==> config.mk <==
export PLATFORM = sky130hd
export DESIGN_NAME = ebm_master_flat
export DESIGN_NICKNAME = d
export VERILOG_FILES = /design/src/core/ebm_pkg.sv /design/src/core/ebm_if.sv /design/src/core/ebm_master.sv /design/src/flat_wrapper.sv
export SDC_FILE = /design/constraint.sdc
export NUM_CORES = 2
export LEC_CHECK = 0
export BUFFER_PORTS_ARGS = -buffer_cell sky130_fd_sc_hd__buf_2
export CORE_ASPECT_RATIO = 2
export CORE_MARGIN = 5
export CORE_UTILIZATION = 40
export CTS_CLUSTER_DIAMETER = 200
export DETAILED_ROUTE_END_ITERATION = 10
export PLACE_DENSITY = 0.66
export SETUP_SLACK_MARGIN = 0.2
export SLEW_MARGIN = 30
export SYNTH_ARGS = -nofsm -noshare
export SYNTH_HDL_FRONTEND = slang
export SYNTH_SLANG_ARGS = --single-unit
==> constraint.sdc <==
create_clock -name sys_clk -period 3.9 [get_ports sys_clk]
set_input_delay 0.78 -clock sys_clk [delete_from_list [all_inputs] [get_ports sys_clk]]
set_output_delay 0.78 -clock sys_clk [all_outputs]
set_load 0.005 [all_outputs]
==> src/core/ebm_pkg.sv <==
// Shared constants and types for the external bus master and its far end
package ebm_pkg;

  // ****************************************
  // Widths of the bus
  // ****************************************
  localparam int ADDR_W = 34;
  localparam int DATA_W = 32;
  localparam int LANE_W = 4;
  localparam int BLOCK_WORDS = 4;

  // ****************************************
  // Beat counts, words and lane values
  // ****************************************
  localparam logic [2:0] BEATS_SINGLE = 3'h1;
  localparam logic [2:0] BEATS_BURST = 3'h4;
  localparam logic [2:0] BEATS_NONE = 3'h0;
  localparam logic [1:0] WORD_FIRST = 2'h0;
  localparam logic [1:0] WORD_LAST = 2'h3;
  localparam logic [3:0] LANES_ALL = 4'hF;
  localparam logic [3:0] MASK_FULL = 4'hF;

  // ****************************************
  // Read sampling delays after first address accept
  // ****************************************
  localparam logic [1:0] RD_DLY_SINGLE = 2'h0;
  localparam logic [1:0] RD_DLY_BURST = 2'h1;

  // ****************************************
  // Read return FIFO
  // ****************************************
  localparam int FIFO_W = 33;
  localparam int FIFO_D = 32;
  localparam int FIFO_LVL_W = 6;
  localparam logic [5:0] FIFO_ROOM_MAX = 6'h1C;

  // ****************************************
  // Far end queue and memory
  // ****************************************
  localparam int EXT_QD = 4;
  localparam int EXT_QE_W = 9;
  localparam logic [2:0] EXT_Q_HIGH = 3'h2;
  localparam int EXT_MEM_WORDS = 16;

  // ****************************************
  // Reset values
  // ****************************************
  localparam logic [31:0] RST_WORD = 32'h0000_0000;
  localparam logic [33:0] RST_ADDR = 34'h0_0000_0000;

  // ****************************************
  // Sequencer states, one bit changes from IDLE to RUN and from RUN to DONE
  // ****************************************
  typedef enum logic [1:0] {
    ST_IDLE = 2'b00,
    ST_RUN = 2'b01,
    ST_DONE = 2'b11
  } ebm_state_e;

endpackage

==> src/core/ebm_if.sv <==
// Bus carrier joining the bus master and the external system logic
`timescale 1ns/100ps
interface ebm_if;
  logic [35:2] word_addr_bus;
  logic [3:0] lane_enables;
  logic addr_accept;
  logic fetch_flag;
  logic addr_valid_flag;
  logic write_flag;
  logic [31:0] read_word_bus;
  logic read_word_valid;
  logic read_fault;
  logic [31:0] write_word_bus;
  logic write_word_accept;
  logic write_fault;
  logic subblock_order_select;
  logic burst_flag;
  logic burst_head;
  logic burst_tail;

  modport dev (
    output word_addr_bus, lane_enables, fetch_flag, addr_valid_flag,
    output write_flag, write_word_bus, burst_flag, burst_head, burst_tail,
    input addr_accept, read_word_bus, read_word_valid, read_fault,
    input write_word_accept, write_fault, subblock_order_select
  );

  modport ext (
    input word_addr_bus, lane_enables, fetch_flag, addr_valid_flag,
    input write_flag, write_word_bus, burst_flag, burst_head, burst_tail,
    output addr_accept, read_word_bus, read_word_valid, read_fault,
    output write_word_accept, write_fault, subblock_order_select
  );
endinterface

==> src/core/ebm_master.sv <==
// Bus master end: read return FIFO and the transaction sequencer
//
// Contract
// - Word address and lane enables every transaction
// - Far end throttles addresses with addr_accept
// - Drive address early, hold past accept edge
// - Single read fetch_flag only uncached fetch
// - addr_valid_flag whenever address is valid
// - write_flag low reads, high writes
// - Single read sampled from one clock after
// - Read fault comes with read_word_valid
// - Single write data held until accepted
// - Write fault one clock after write accept
// - Burst read: four words, aligned block
// - Sequential order steps upward with wrap
// - Sub-block order XORs start with step
// - Burst read fetch_flag for instruction fetch
// - burst_flag while burst address on bus
// - burst_head first address, burst_tail last
// - Burst read sampled from two clocks after
// - Burst write only for full block
// - Burst write starts at word zero
// - Burst write keeps write, burst, valid flags
// - Burst write word held, next after accept
// - Burst write fault one clock after accept
`timescale 1ns/100ps

// ****************************************
// Read return FIFO
// ****************************************
module ebm_fifo import ebm_pkg::*; #(
  parameter int W = FIFO_W,
  parameter int D = FIFO_D
) (
  // Clock and reset
  input wire logic sys_clk,
  input wire logic rst_b,
  // Fill side
  input wire logic in_valid,
  output logic in_ready,
  input wire logic [W-1:0] in_data,
  // Drain side
  output logic out_valid,
  input wire logic out_ready,
  output logic [W-1:0] out_data,
  // Occupancy including the output stage
  output logic [$clog2(D+1)-1:0] level
);
  localparam int PW = $clog2(D);
  localparam int CW = $clog2(D+1);
  logic [W-1:0] mem [D];
  logic [PW-1:0] wp;
  logic [PW-1:0] rp;
  logic [CW-1:0] cnt;
  logic push;
  logic pop;

  // Output stage refills whenever empty or drained this cycle
  assign in_ready = (cnt != CW'(D));
  assign push = in_valid && in_ready;
  assign pop = (cnt != '0) && (!out_valid || out_ready);
  assign level = cnt + CW'(out_valid);

  // Storage writes
  always_ff @(posedge sys_clk) begin
    if (push) begin
      mem[wp] <= in_data;
    end
  end

  // Pointers and count
  always_ff @(posedge sys_clk or negedge rst_b) begin
    if (!rst_b) begin
      wp <= '0;
      rp <= '0;
      cnt <= '0;
    end else begin
      if (push) begin
        wp <= wp + 1'b1;
      end
      if (pop) begin
        rp <= rp + 1'b1;
      end
      cnt <= cnt + CW'(push) - CW'(pop);
    end
  end

  // Registered head word
  always_ff @(posedge sys_clk or negedge rst_b) begin
    if (!rst_b) begin
      out_valid <= 1'b0;
      out_data <= '0;
    end else if (pop) begin
      out_valid <= 1'b1;
      out_data <= mem[rp];
    end else if (out_ready) begin
      out_valid <= 1'b0;
    end
  end
endmodule

// ****************************************
// Transaction sequencer
// ****************************************
module ebm_master import ebm_pkg::*; (
  // Clock and reset
  input wire logic sys_clk,
  input wire logic rst_b,
  // Bus
  ebm_if.dev bus,
  // Request
  input wire logic req_valid,
  output logic req_ready,
  input wire logic req_write,
  input wire logic req_burst,
  input wire logic req_instr,
  input wire logic [35:2] req_addr,
  input wire logic [3:0] req_lanes,
  input wire logic [3:0] req_wmask,
  input wire logic [127:0] req_wdata,
  // Read return
  output logic rd_valid,
  input wire logic rd_ready,
  output logic [31:0] rd_data,
  output logic rd_fault,
  // Completion
  output logic done,
  output logic done_fault
);
  ebm_state_e st;
  logic [35:2] addr;
  logic [3:0] lanes;
  logic avalid, wr_q, instr_q, burst_q, head_q, tail_q;
  logic [1:0] start_w, ab;
  logic [2:0] a_left, d_left;
  logic sblk_q, fault_acc;
  logic [3:0] lanes_q, wmask;
  logic [31:0] wbuf [BLOCK_WORDS];
  logic [31:0] wdata;
  logic [1:0] wsel;
  logic wd_act, wd_burst, wpend;
  logic rarm;
  logic [1:0] rdly;
  logic take, nxt_single, launch, fin, first_acc, rcap, wtake;
  logic l_wr, l_burst;
  logic [1:0] l_word, low;
  logic [2:0] l_beats;
  logic [3:0] src_mask;
  logic [FIFO_LVL_W-1:0] level;
  logic [FIFO_W-1:0] head_word;

  function automatic logic [1:0] low_word(input logic [3:0] m);
    low_word = WORD_FIRST;
    for (int i = 3; i >= 0; i--) begin
      if (m[i]) begin
        low_word = 2'(i);
      end
    end
  endfunction

  // Burst word order: upward wrap or XOR stepping
  function automatic logic [1:0] beat_word(input logic [1:0] s,
                                           input logic [1:0] b,
                                           input logic sb);
    beat_word = sb ? (s ^ b) : (s + b);
  endfunction

  // Bus pins come straight from the sequencer flops
  assign bus.word_addr_bus = addr;
  assign bus.lane_enables = lanes;
  assign bus.addr_valid_flag = avalid;
  assign bus.write_flag = wr_q;
  assign bus.fetch_flag = instr_q;
  assign bus.burst_flag = burst_q;
  assign bus.burst_head = head_q;
  assign bus.burst_tail = tail_q;
  assign bus.write_word_bus = wdata;

  // Launch decode: a new request or the next partial-buffer word
  assign take = (st == ST_IDLE) && req_valid && req_ready;
  assign nxt_single = (st == ST_RUN) && !avalid && (d_left == BEATS_NONE)
                      && !wpend && (wmask != '0);
  assign launch = take || nxt_single;
  assign fin = (st == ST_RUN) && !avalid && (d_left == BEATS_NONE)
               && !wpend && (wmask == '0);
  assign src_mask = take ? req_wmask : wmask;
  assign low = low_word(src_mask);
  assign l_wr = take ? req_write : 1'b1;
  // Only a whole block goes out as a burst write
  assign l_burst = take && (req_write ? (req_wmask == MASK_FULL)
                                      : req_burst);
  assign l_word = l_wr ? (l_burst ? WORD_FIRST : low)
                       : req_addr[3:2];
  assign l_beats = l_burst ? BEATS_BURST : BEATS_SINGLE;
  assign first_acc = avalid && bus.addr_accept && (!burst_q || head_q);
  assign rcap = rarm && (rdly == '0) && bus.read_word_valid;
  assign wtake = wd_act && bus.write_word_accept;

  // Sequencer, handshake and completion report
  always_ff @(posedge sys_clk or negedge rst_b) begin
    if (!rst_b) begin
      st <= ST_IDLE;
      req_ready <= 1'b0;
      done <= 1'b0;
      done_fault <= 1'b0;
      fault_acc <= 1'b0;
      wmask <= '0;
      sblk_q <= 1'b0;
      lanes_q <= '0;
    end else begin
      done <= 1'b0;
      case (st)
        ST_IDLE: begin
          // Reads are taken only with room for a whole burst
          req_ready <= !take && (level <= FIFO_ROOM_MAX);
          if (take) begin
            st <= ST_RUN;
            fault_acc <= 1'b0;
            sblk_q <= bus.subblock_order_select;
            lanes_q <= req_lanes;
            wmask <= (req_write && !l_burst)
                     ? (req_wmask & ~(4'h1 << low)) : '0;
          end
        end
        ST_RUN: begin
          if ((wpend && bus.write_fault) || (rcap && bus.read_fault)) begin
            fault_acc <= 1'b1;
          end
          if (nxt_single) begin
            wmask <= wmask & ~(4'h1 << low);
          end else if (fin) begin
            st <= ST_DONE;
            done <= 1'b1;
            done_fault <= fault_acc;
          end
        end
        ST_DONE: begin
          st <= ST_IDLE;
        end
        default: begin
          st <= ST_IDLE;
        end
      endcase
    end
  end

  // Address phase: drive early, advance on the edge that takes it
  always_ff @(posedge sys_clk or negedge rst_b) begin
    if (!rst_b) begin
      addr <= RST_ADDR;
      lanes <= '0;
      avalid <= 1'b0;
      wr_q <= 1'b0;
      instr_q <= 1'b0;
      burst_q <= 1'b0;
      head_q <= 1'b0;
      tail_q <= 1'b0;
      start_w <= WORD_FIRST;
      ab <= WORD_FIRST;
      a_left <= BEATS_NONE;
    end else if (launch) begin
      addr <= {(take ? req_addr[35:4] : addr[35:4]), l_word};
      lanes <= l_burst ? LANES_ALL : (take ? req_lanes : lanes_q);
      avalid <= 1'b1;
      wr_q <= l_wr;
      instr_q <= take && req_instr && !req_write;
      burst_q <= l_burst;
      head_q <= l_burst;
      tail_q <= 1'b0;
      start_w <= l_word;
      ab <= WORD_FIRST;
      a_left <= l_beats;
    end else if (avalid && bus.addr_accept) begin
      if (a_left > BEATS_SINGLE) begin
        ab <= ab + 1'b1;
        addr[3:2] <= beat_word(start_w, ab + 1'b1,
                               sblk_q && !wr_q);
        head_q <= 1'b0;
        tail_q <= (a_left == 3'h2);
        a_left <= a_left - 1'b1;
      end else begin
        avalid <= 1'b0;
        wr_q <= 1'b0;
        instr_q <= 1'b0;
        burst_q <= 1'b0;
        tail_q <= 1'b0;
        a_left <= BEATS_NONE;
      end
    end
  end

  // Write data path, independent of the address phase
  always_ff @(posedge sys_clk or negedge rst_b) begin
    if (!rst_b) begin
      wdata <= RST_WORD;
      wsel <= WORD_FIRST;
      wd_act <= 1'b0;
      wd_burst <= 1'b0;
      wpend <= 1'b0;
      for (int i = 0; i < BLOCK_WORDS; i++) begin
        wbuf[i] <= RST_WORD;
      end
    end else begin
      // Fault arrives one clock after each accepted word
      wpend <= wtake;
      if (take) begin
        for (int i = 0; i < BLOCK_WORDS; i++) begin
          wbuf[i] <= req_wdata[i*32 +: 32];
        end
      end
      if (launch && l_wr) begin
        wd_act <= 1'b1;
        wd_burst <= l_burst;
        wsel <= l_word;
        wdata <= take ? req_wdata[l_word*32 +: 32] : wbuf[l_word];
      end else if (wtake) begin
        if (wd_burst && (wsel != WORD_LAST)) begin
          wsel <= wsel + 1'b1;
          wdata <= wbuf[wsel + 1'b1];
        end else begin
          wd_act <= 1'b0;
        end
      end
    end
  end

  // Read sampling window opens after the first address is taken
  always_ff @(posedge sys_clk or negedge rst_b) begin
    if (!rst_b) begin
      rarm <= 1'b0;
      rdly <= '0;
    end else if (first_acc && !wr_q) begin
      rarm <= 1'b1;
      rdly <= burst_q ? RD_DLY_BURST : RD_DLY_SINGLE;
    end else if (rarm) begin
      if (rdly != '0) begin
        rdly <= rdly - 1'b1;
      end else if (rcap && (d_left == BEATS_SINGLE)) begin
        rarm <= 1'b0;
      end
    end
  end

  // Outstanding data beats of the current transaction
  always_ff @(posedge sys_clk or negedge rst_b) begin
    if (!rst_b) begin
      d_left <= BEATS_NONE;
    end else if (launch) begin
      d_left <= l_beats;
    end else if (rcap || wtake) begin
      d_left <= d_left - 1'b1;
    end
  end

  // Read data lands in the FIFO; room is checked before issue
  ebm_fifo #(.W(FIFO_W), .D(FIFO_D)) u_rfifo (
    .sys_clk(sys_clk),
    .rst_b(rst_b),
    .in_valid(rcap),
    .in_ready(),
    .in_data({bus.read_fault, bus.read_word_bus}),
    .out_valid(rd_valid),
    .out_ready(rd_ready),
    .out_data(head_word),
    .level(level)
  );

  assign rd_data = head_word[31:0];
  assign rd_fault = head_word[32];
endmodule

==> src/flat_wrapper.sv <==
// flat-port wrapper written by rule: the top's interface ports become plain ports
module ebm_master_flat import ebm_pkg::*;
  (sys_clk, rst_b, req_valid, req_ready, req_write, req_burst, req_instr, req_addr, req_lanes, req_wmask, req_wdata, rd_valid, rd_ready, rd_data, rd_fault, done, done_fault, bus_word_addr_bus, bus_lane_enables, bus_fetch_flag, bus_addr_valid_flag, bus_write_flag, bus_write_word_bus, bus_burst_flag, bus_burst_head, bus_burst_tail, bus_addr_accept, bus_read_word_bus, bus_read_word_valid, bus_read_fault, bus_write_word_accept, bus_write_fault, bus_subblock_order_select);
  ebm_if bus_i ();
  input wire logic sys_clk;
  input wire logic rst_b;
  input wire logic req_valid;
  output logic req_ready;
  input wire logic req_write;
  input wire logic req_burst;
  input wire logic req_instr;
  input wire logic [35:2] req_addr;
  input wire logic [3:0] req_lanes;
  input wire logic [3:0] req_wmask;
  input wire logic [127:0] req_wdata;
  output logic rd_valid;
  input wire logic rd_ready;
  output logic [31:0] rd_data;
  output logic rd_fault;
  output logic done;
  output logic done_fault;
  output wire logic [$bits(bus_i.word_addr_bus)-1:0] bus_word_addr_bus;
  output wire logic [$bits(bus_i.lane_enables)-1:0] bus_lane_enables;
  output wire logic [$bits(bus_i.fetch_flag)-1:0] bus_fetch_flag;
  output wire logic [$bits(bus_i.addr_valid_flag)-1:0] bus_addr_valid_flag;
  output wire logic [$bits(bus_i.write_flag)-1:0] bus_write_flag;
  output wire logic [$bits(bus_i.write_word_bus)-1:0] bus_write_word_bus;
  output wire logic [$bits(bus_i.burst_flag)-1:0] bus_burst_flag;
  output wire logic [$bits(bus_i.burst_head)-1:0] bus_burst_head;
  output wire logic [$bits(bus_i.burst_tail)-1:0] bus_burst_tail;
  input wire logic [$bits(bus_i.addr_accept)-1:0] bus_addr_accept;
  input wire logic [$bits(bus_i.read_word_bus)-1:0] bus_read_word_bus;
  input wire logic [$bits(bus_i.read_word_valid)-1:0] bus_read_word_valid;
  input wire logic [$bits(bus_i.read_fault)-1:0] bus_read_fault;
  input wire logic [$bits(bus_i.write_word_accept)-1:0] bus_write_word_accept;
  input wire logic [$bits(bus_i.write_fault)-1:0] bus_write_fault;
  input wire logic [$bits(bus_i.subblock_order_select)-1:0] bus_subblock_order_select;
  assign bus_word_addr_bus = bus_i.word_addr_bus;
  assign bus_lane_enables = bus_i.lane_enables;
  assign bus_fetch_flag = bus_i.fetch_flag;
  assign bus_addr_valid_flag = bus_i.addr_valid_flag;
  assign bus_write_flag = bus_i.write_flag;
  assign bus_write_word_bus = bus_i.write_word_bus;
  assign bus_burst_flag = bus_i.burst_flag;
  assign bus_burst_head = bus_i.burst_head;
  assign bus_burst_tail = bus_i.burst_tail;
  assign bus_i.addr_accept = bus_addr_accept;
  assign bus_i.read_word_bus = bus_read_word_bus;
  assign bus_i.read_word_valid = bus_read_word_valid;
  assign bus_i.read_fault = bus_read_fault;
  assign bus_i.write_word_accept = bus_write_word_accept;
  assign bus_i.write_fault = bus_write_fault;
  assign bus_i.subblock_order_select = bus_subblock_order_select;
  ebm_master u_core (.sys_clk(sys_clk), .rst_b(rst_b), .bus(bus_i), .req_valid(req_valid), .req_ready(req_ready), .req_write(req_write), .req_burst(req_burst), .req_instr(req_instr), .req_addr(req_addr), .req_lanes(req_lanes), .req_wmask(req_wmask), .req_wdata(req_wdata), .rd_valid(rd_valid), .rd_ready(rd_ready), .rd_data(rd_data), .rd_fault(rd_fault), .done(done), .done_fault(done_fault));
endmodule
Word-level counts from Yosys, hierarchy flattened

Memories as Yosys holds them, arrays and structs flattened. A register that Yosys moved wholly into a read port is not among the register bits.
Cells that the tools add are included.

Add/sub/neg operators: 11
$lt $le $gt $ge: 4
Equality and inequality tests: 13
Shift-type cells: 2
Mux-type cells: 78
Bitwise logic cells: 7
Reductions and logical operators: 67

Operators with widths:

| cell                                                           | count |
|---|---|
| 2-to-1 mux 32 bit                                              | 8 |
| binary-select mux 32 bit (select 2 bit)                        | 2 |
| variable part select 128 x 8 -> 32 bit                         | 1 |
| 2-to-1 mux 2 bit                                               | 22 |
| 2-to-1 mux 1 bit                                               | 31 |
| logical AND 1 bit                                              | 26 |
| 2-to-1 mux 4 bit                                               | 6 |
| nonzero test 2 bit                                             | 10 |
| 2-to-1 mux 3 bit                                               | 6 |
| AND reduction 2 bit                                            | 7 |
| adder 6 x 1 -> 6 bit                                           | 2 |
| AND reduction 3 bit                                            | 4 |
| adder 5 x 1 -> 5 bit, second input constant                    | 2 |
| != test 2 x 1 -> 1 bit, second input constant                  | 5 |
| logical NOT 1 bit                                              | 9 |
| AND 4 bit                                                      | 2 |
| case mux 4 bit (2 select lines)                                | 1 |
| greater-or-equal comparator 3 bit, second input constant       | 2 |
| less-or-equal comparator 6 x 5 -> 1 bit, second input constant | 1 |
| != test 2 bit, second input constant                           | 3 |
| != test 6 bit, second input constant                           | 1 |
| inverter 2 -> 3 bit                                            | 2 |
| nonzero test 6 bit                                             | 1 |
| subtractor 3 x 1 -> 3 bit, second input constant               | 2 |
| other kinds (20)                                               | 26 |

Bits in registers: 254
Bits in writable memories: 1,056
Output and inout port bits: 113
Logic and storage cells: 219
Memories: 1

Memory list:

| memory             | words | width | rd ports | clocked after memory_dff | wr ports | line             | RTL |
|---|---|---|---|---|---|---|---|
| u_core.u_rfifo.mem | 32    | 33    | 1        | 1                        | 1        | ebm_master.sv:51 | `logic [W-1:0] mem [D];` |

Depth between registers and ports, before layout

Word-level depth: 16
Gate-level depth with buffers: 13
Depth with buffers taken out: 13

Hierarchy

From an unflattened synthesis, not the netlist that was laid out.

Cell total of the unflattened synthesis: 3,628
Area total of the unflattened synthesis: 56,301.5 sq um

By module, submodules not included:

| module     | instances | cells each | area an instance (sq um) | sequential area each (sq um) |
|---|---|---|---|---|
| ebm_fifo   | 1         | 2,138      | 43,012.5                 | 32,961.6 |
| ebm_master | 1         | 1,490      | 13,289.0                 | 5,930.7 |

Worst setup path before layout

Ideal clock, no wire load.

Kind: input -> register
Start: input bus_read_word_valid
End: memory u_core.u_rfifo.mem[31][0] (netlist name) (enable)
Arrival: 3.084 ns
Slack: 0.392 ns
Cell stages on the path: 4
Buffers on the path: 0
Path through: nand3_1 a21oi_1 nand2_1 nor2_1

Cells in the longest elaborated chain, start to end: 4

RTL lines:

| element                                | line               | RTL |
|---|---|---|
| start: declaration                     | flat_wrapper.sv:33 | `input wire logic [$bits(bus_i.read_word_valid)-1:0] bus_read_word_valid;` |
| logical AND 1 bit                      | ebm_master.sv:196  | `assign rcap = rarm && (rdly == '0) && bus.read_word_valid;` |
| logical AND 1 bit                      | ebm_master.sv:60   | `assign push = in_valid && in_ready;` |
| 2-to-1 mux 1 bit                       | ebm_master.sv:66   | `if (push) begin` |
| 2-to-1 mux 1 bit (not written as such) | ebm_master.sv:67   | `mem[wp] <= in_data;` |
| end: declaration                       | ebm_master.sv:51   |  |

Every way passes these cells.

Worst setup path in the final report

Start: register u_core.u_rfifo.cnt[2]
End: memory u_core.u_rfifo.mem[20][11] (netlist name) (enable)

Cells in the longest elaborated chain, start to end: 4

RTL lines:

| element                                | line             | RTL |
|---|---|---|
| start: declaration                     | ebm_master.sv:54 | `logic [CW-1:0] cnt;` |
| start signal: assignment               | ebm_master.sv:84 | `cnt <= cnt + CW'(push) - CW'(pop);` |
| != test 6 bit                          | ebm_master.sv:59 | `assign in_ready = (cnt != CW'(D));` |
| logical AND 1 bit                      | ebm_master.sv:60 |  |
| 2-to-1 mux 1 bit                       | ebm_master.sv:66 |  |
| 2-to-1 mux 1 bit (not written as such) | ebm_master.sv:67 |  |

Every way passes these cells.

==> flow_metrics.env <==
export IMPL_multi_input_area_um2=14900
export IMPL_totalWireLength_um=145000
export IMPL_cp_slowest_stage_delay_ns=0.60
export IMPL_area_growth_pct=15.5
export IMPL_ys_types=59
export IMPL_layout_drive_gt1_share=0.295
export IMPL_critPathMaxFanout=15
export IMPL_synthTopCellsByArea="edfxtp_1 58%, mux4_2 15%, dfrtp_1 13%, nand2_1 4.5%, mux2i_1 1.3%"
export IMPL_crit_chain="inv_1 -> ha_1 -> nor3b_1 -> a21oi_1 -> buf_4 -> nand2_1 -> nor2_4 -> buf_12"
export IMPL_drc=0
export IMPL_postRouteAntennaNets=0
export IMPL_seq_area_um2=38900
export IMPL_synth_most_common_cell="edfxtp_1"
export IMPL_start_kind="register"
export IMPL_dr_pass1_iters=5
export IMPL_period_minus_slack_ns=3.10
export IMPL_dp_cells=5126
export IMPL_drv_cap=0
export IMPL_r2r_setup_slack_ns=0.80
export IMPL_synth_cells=3127
export IMPL_cts_root_buf="clkbuf_16"
export IMPL_synth_top_area_frac=0.583
export IMPL_yosysTopAreaCell="edfxtp_1"
export IMPL_peakVddDrop_mv=0.565
export IMPL_setup_viol=0
export IMPL_slew_headroom=0.320
export IMPL_wl_per_cell_um=27.1
export IMPL_synth_net_count=3371
export IMPL_grt_util_all_layers=0.198
export IMPL_post_cts_buffers=0
export IMPL_clockBufferDepth=3
export IMPL_end_kind="register"
export IMPL_num_vias=30500
export IMPL_synthTopCellsByCount="1056 x edfxtp_1, 648 x nand2_1, 363 x mux4_2, 287 x dfrtp_1, 118 x a21oi_1"
export IMPL_grt_pass1_wl_um=213000
export IMPL_min_path_type="input port to asynchronous set/reset pin"
export IMPL_rsz0062_at_grt="false"
export IMPL_ios=328
export IMPL_final_area_um2=62800
export IMPL_critical_path_class="register to register"
export IMPL_insertion_delay_ns=0.75
export IMPL_fin_skew_ns=0.0490
export IMPL_timing_rr_end="u_core.u_rfifo.mem[20][11]"
export IMPL_fin_cells=5347
export IMPL_cts_buffers=113
export IMPL_cts_tree="done"
export IMPL_start_util=0.402
export IMPL_fp_dieW_um=271
export IMPL_finalMaxSlewViolations=0
export IMPL_synth_edff_count=1056
export IMPL_first_global_vias=31400
export IMPL_status="finished, final reports clean"
export IMPL_fin_hold_ws_ns=0.0575
export IMPL_nNetsFinal=3748
export IMPL_arrival_ns=3.52
export IMPL_worst_pin_slew_ns=1.02
export IMPL_num_fill_cells=11400
export IMPL_gp_congestion=0.851
export IMPL_max_freq_mhz=322
export IMPL_hold_violations=0
export IMPL_tns_ns=0
export IMPL_critPathSlowestCell="nor2_4"
export IMPL_leakage_nw=22.5
export IMPL_grt_overflow_total=0
export IMPL_ys_seq_elements=1343
export IMPL_grt_max_degree=127
export IMPL_hold_buffers=0
export IMPL_yosysSeqAreaShare=0.715
export IMPL_antenna_found_initial=18
export IMPL_dominantRegCellSynth="edfxtp_1"
export IMPL_hpwl_um=90700
export IMPL_ys_async_sr_fraction=0.214
export IMPL_cts_resized=0
export IMPL_required_ns=4.32
export IMPL_syn_area_um2=54400
export IMPL_r2r_start="u_core.u_rfifo.cnt[2]"
export IMPL_fp_row_count=191
export IMPL_period_share=0.796
export IMPL_avgSynthCellArea_um2=17.4
export IMPL_reg2reg_depth=8
export IMPL_die_h_um=531
export IMPL_drt_iter0_markers=3059
export IMPL_clock_sinks=1343
export IMPL_place_area_um2=58900
export IMPL_numPortBuffers=327
export IMPL_dieArea_um2=144000
export IMPL_avgViaCountPerCell=5.69
export IMPL_p_per_area_nw_per_um2=703
export IMPL_clkTransAtPathRegs_ns=0.07
export IMPL_h_tree_depth=3
export IMPL_yosys_warnings=0
export IMPL_coreArea_um2=135000
-- sequential cells by signal, indices dropped and copies added (netlist names), 2 cells and up --
name / flops
u_core.bus.lane_enables: 4
u_core.lanes_q: 4
u_core.bus.write_word_bus: 32
u_core.u_rfifo.cnt: 6
u_core.d_left: 3
u_core.wmask: 4
u_core.start_w: 2
u_core.rdly: 2
u_core.wbuf: 128
u_core.wsel: 2
u_core.st: 2
u_core.ab: 2
u_core.u_rfifo.rp: 5
u_core.u_rfifo.out_data: 33
u_core.a_left: 3
u_core.bus.word_addr_bus: 34
u_core.u_rfifo.mem: 1056
u_core.u_rfifo.wp: 5
-- critical path, delay by kind of cell (launching register included) --
| family | cells | cell delay, ns |
|---|---|---|
| compound gates | 1 | 0.38 |
| fa+ha+maj | 1 | 0.20 |
| buf+inv | 3 | 0.59 |
| flops | 1 | 0.40 |
| simple gates | 3 | 1.19 |
-- stage by stage --
stage	setup WS (ns)	util	total power, mW
4_1_cts	0.743	0.464	44.7
5_1_grt	0.578	0.464	46.3
2_1_floorplan	0.392	-	28.1
3_5_place_dp	0.577	0.436	32.9
3_3_place_gp	0.548	0.436	32.7
6_report	0.797	0.464	44.1
-- final cells by class --
cell class / count / share of cell area
Clock inverter: 78 / 0.0141
Timing Repair Buffer: 447 / 0.0462
Tap cell: 1737 / 0.0346
Inverter: 23 / 0.00137
Antenna cell: 8 / 0.000319
Sequential cell: 1343 / 0.619
Multi-Input combinational cell: 1576 / 0.237
Clock buffer: 135 / 0.0475
-- cells in the final DEF, fill, tap and decap left out, drive strengths merged, types with 5 or more instances in the layout --
master and n:
edfxtp 1056, nand2 648, buf 447, mux4 363, dfrtp 287, clkbuf 135
a21oi 119, nor2 99, mux2i 72, o21ai 69, clkinv 44, inv 33
o32a 31, ha 28, a221oi 28, xnor2 17, o221ai 16, bufinv 13
clkinvlp 11, diode 8, a31oi 7, nand3 6, nor2b 6, nand4 6
xor2 5
-- power breakdown --
group / switching [mW] / internal [mW] / total (mW)
combinational: 7.05 / 6.64 / 13.7
sequential: 1.49 / 17.2 / 18.7
clock: 5.37 / 6.41 / 11.8
total: 13.9 / 30.2 / 44.1
-- worst max-delay path by stage --
stage | depth (start not counted) | endpoint | from
2_1_floorplan | 4 | u_core.u_rfifo.mem[31][0] | bus_read_word_valid
3_3_place_gp | 7 | u_core.u_rfifo.mem[20][31] | bus_read_word_valid
3_5_place_dp | 7 | u_core.u_rfifo.mem[20][3] | bus_read_word_valid
4_1_cts | 8 | u_core.u_rfifo.mem[20][12] | u_core.rdly[0]
5_1_grt | 8 | u_core.u_rfifo.mem[20][11] | u_core.u_rfifo.cnt[3]
6_report | 8 | u_core.u_rfifo.mem[20][11] | u_core.u_rfifo.cnt[2]
-- kinds of logic after synthesis --
group,after synthesis,synth area share
fa+ha+maj,29,0.00681
flops,1343,0.715
buf+inv,208,0.0173
simple gates,794,0.0575
xor+xnor,22,0.00354
compound gates,294,0.0358
mux,437,0.164
-- layer usage --
metal	global-route usage	routed length, µm	vias up	share of wire
met1	0.233	52200	16100	0.36
met3	0.0354	9440	255	0.065
met4	0.0666	4490	12	0.031
met5	0	83	-	0.00057
met2	0.366	78500	1258	0.54
li1	-	-	12900	-
No activity file was read; power rests on OpenSTA's default activity.
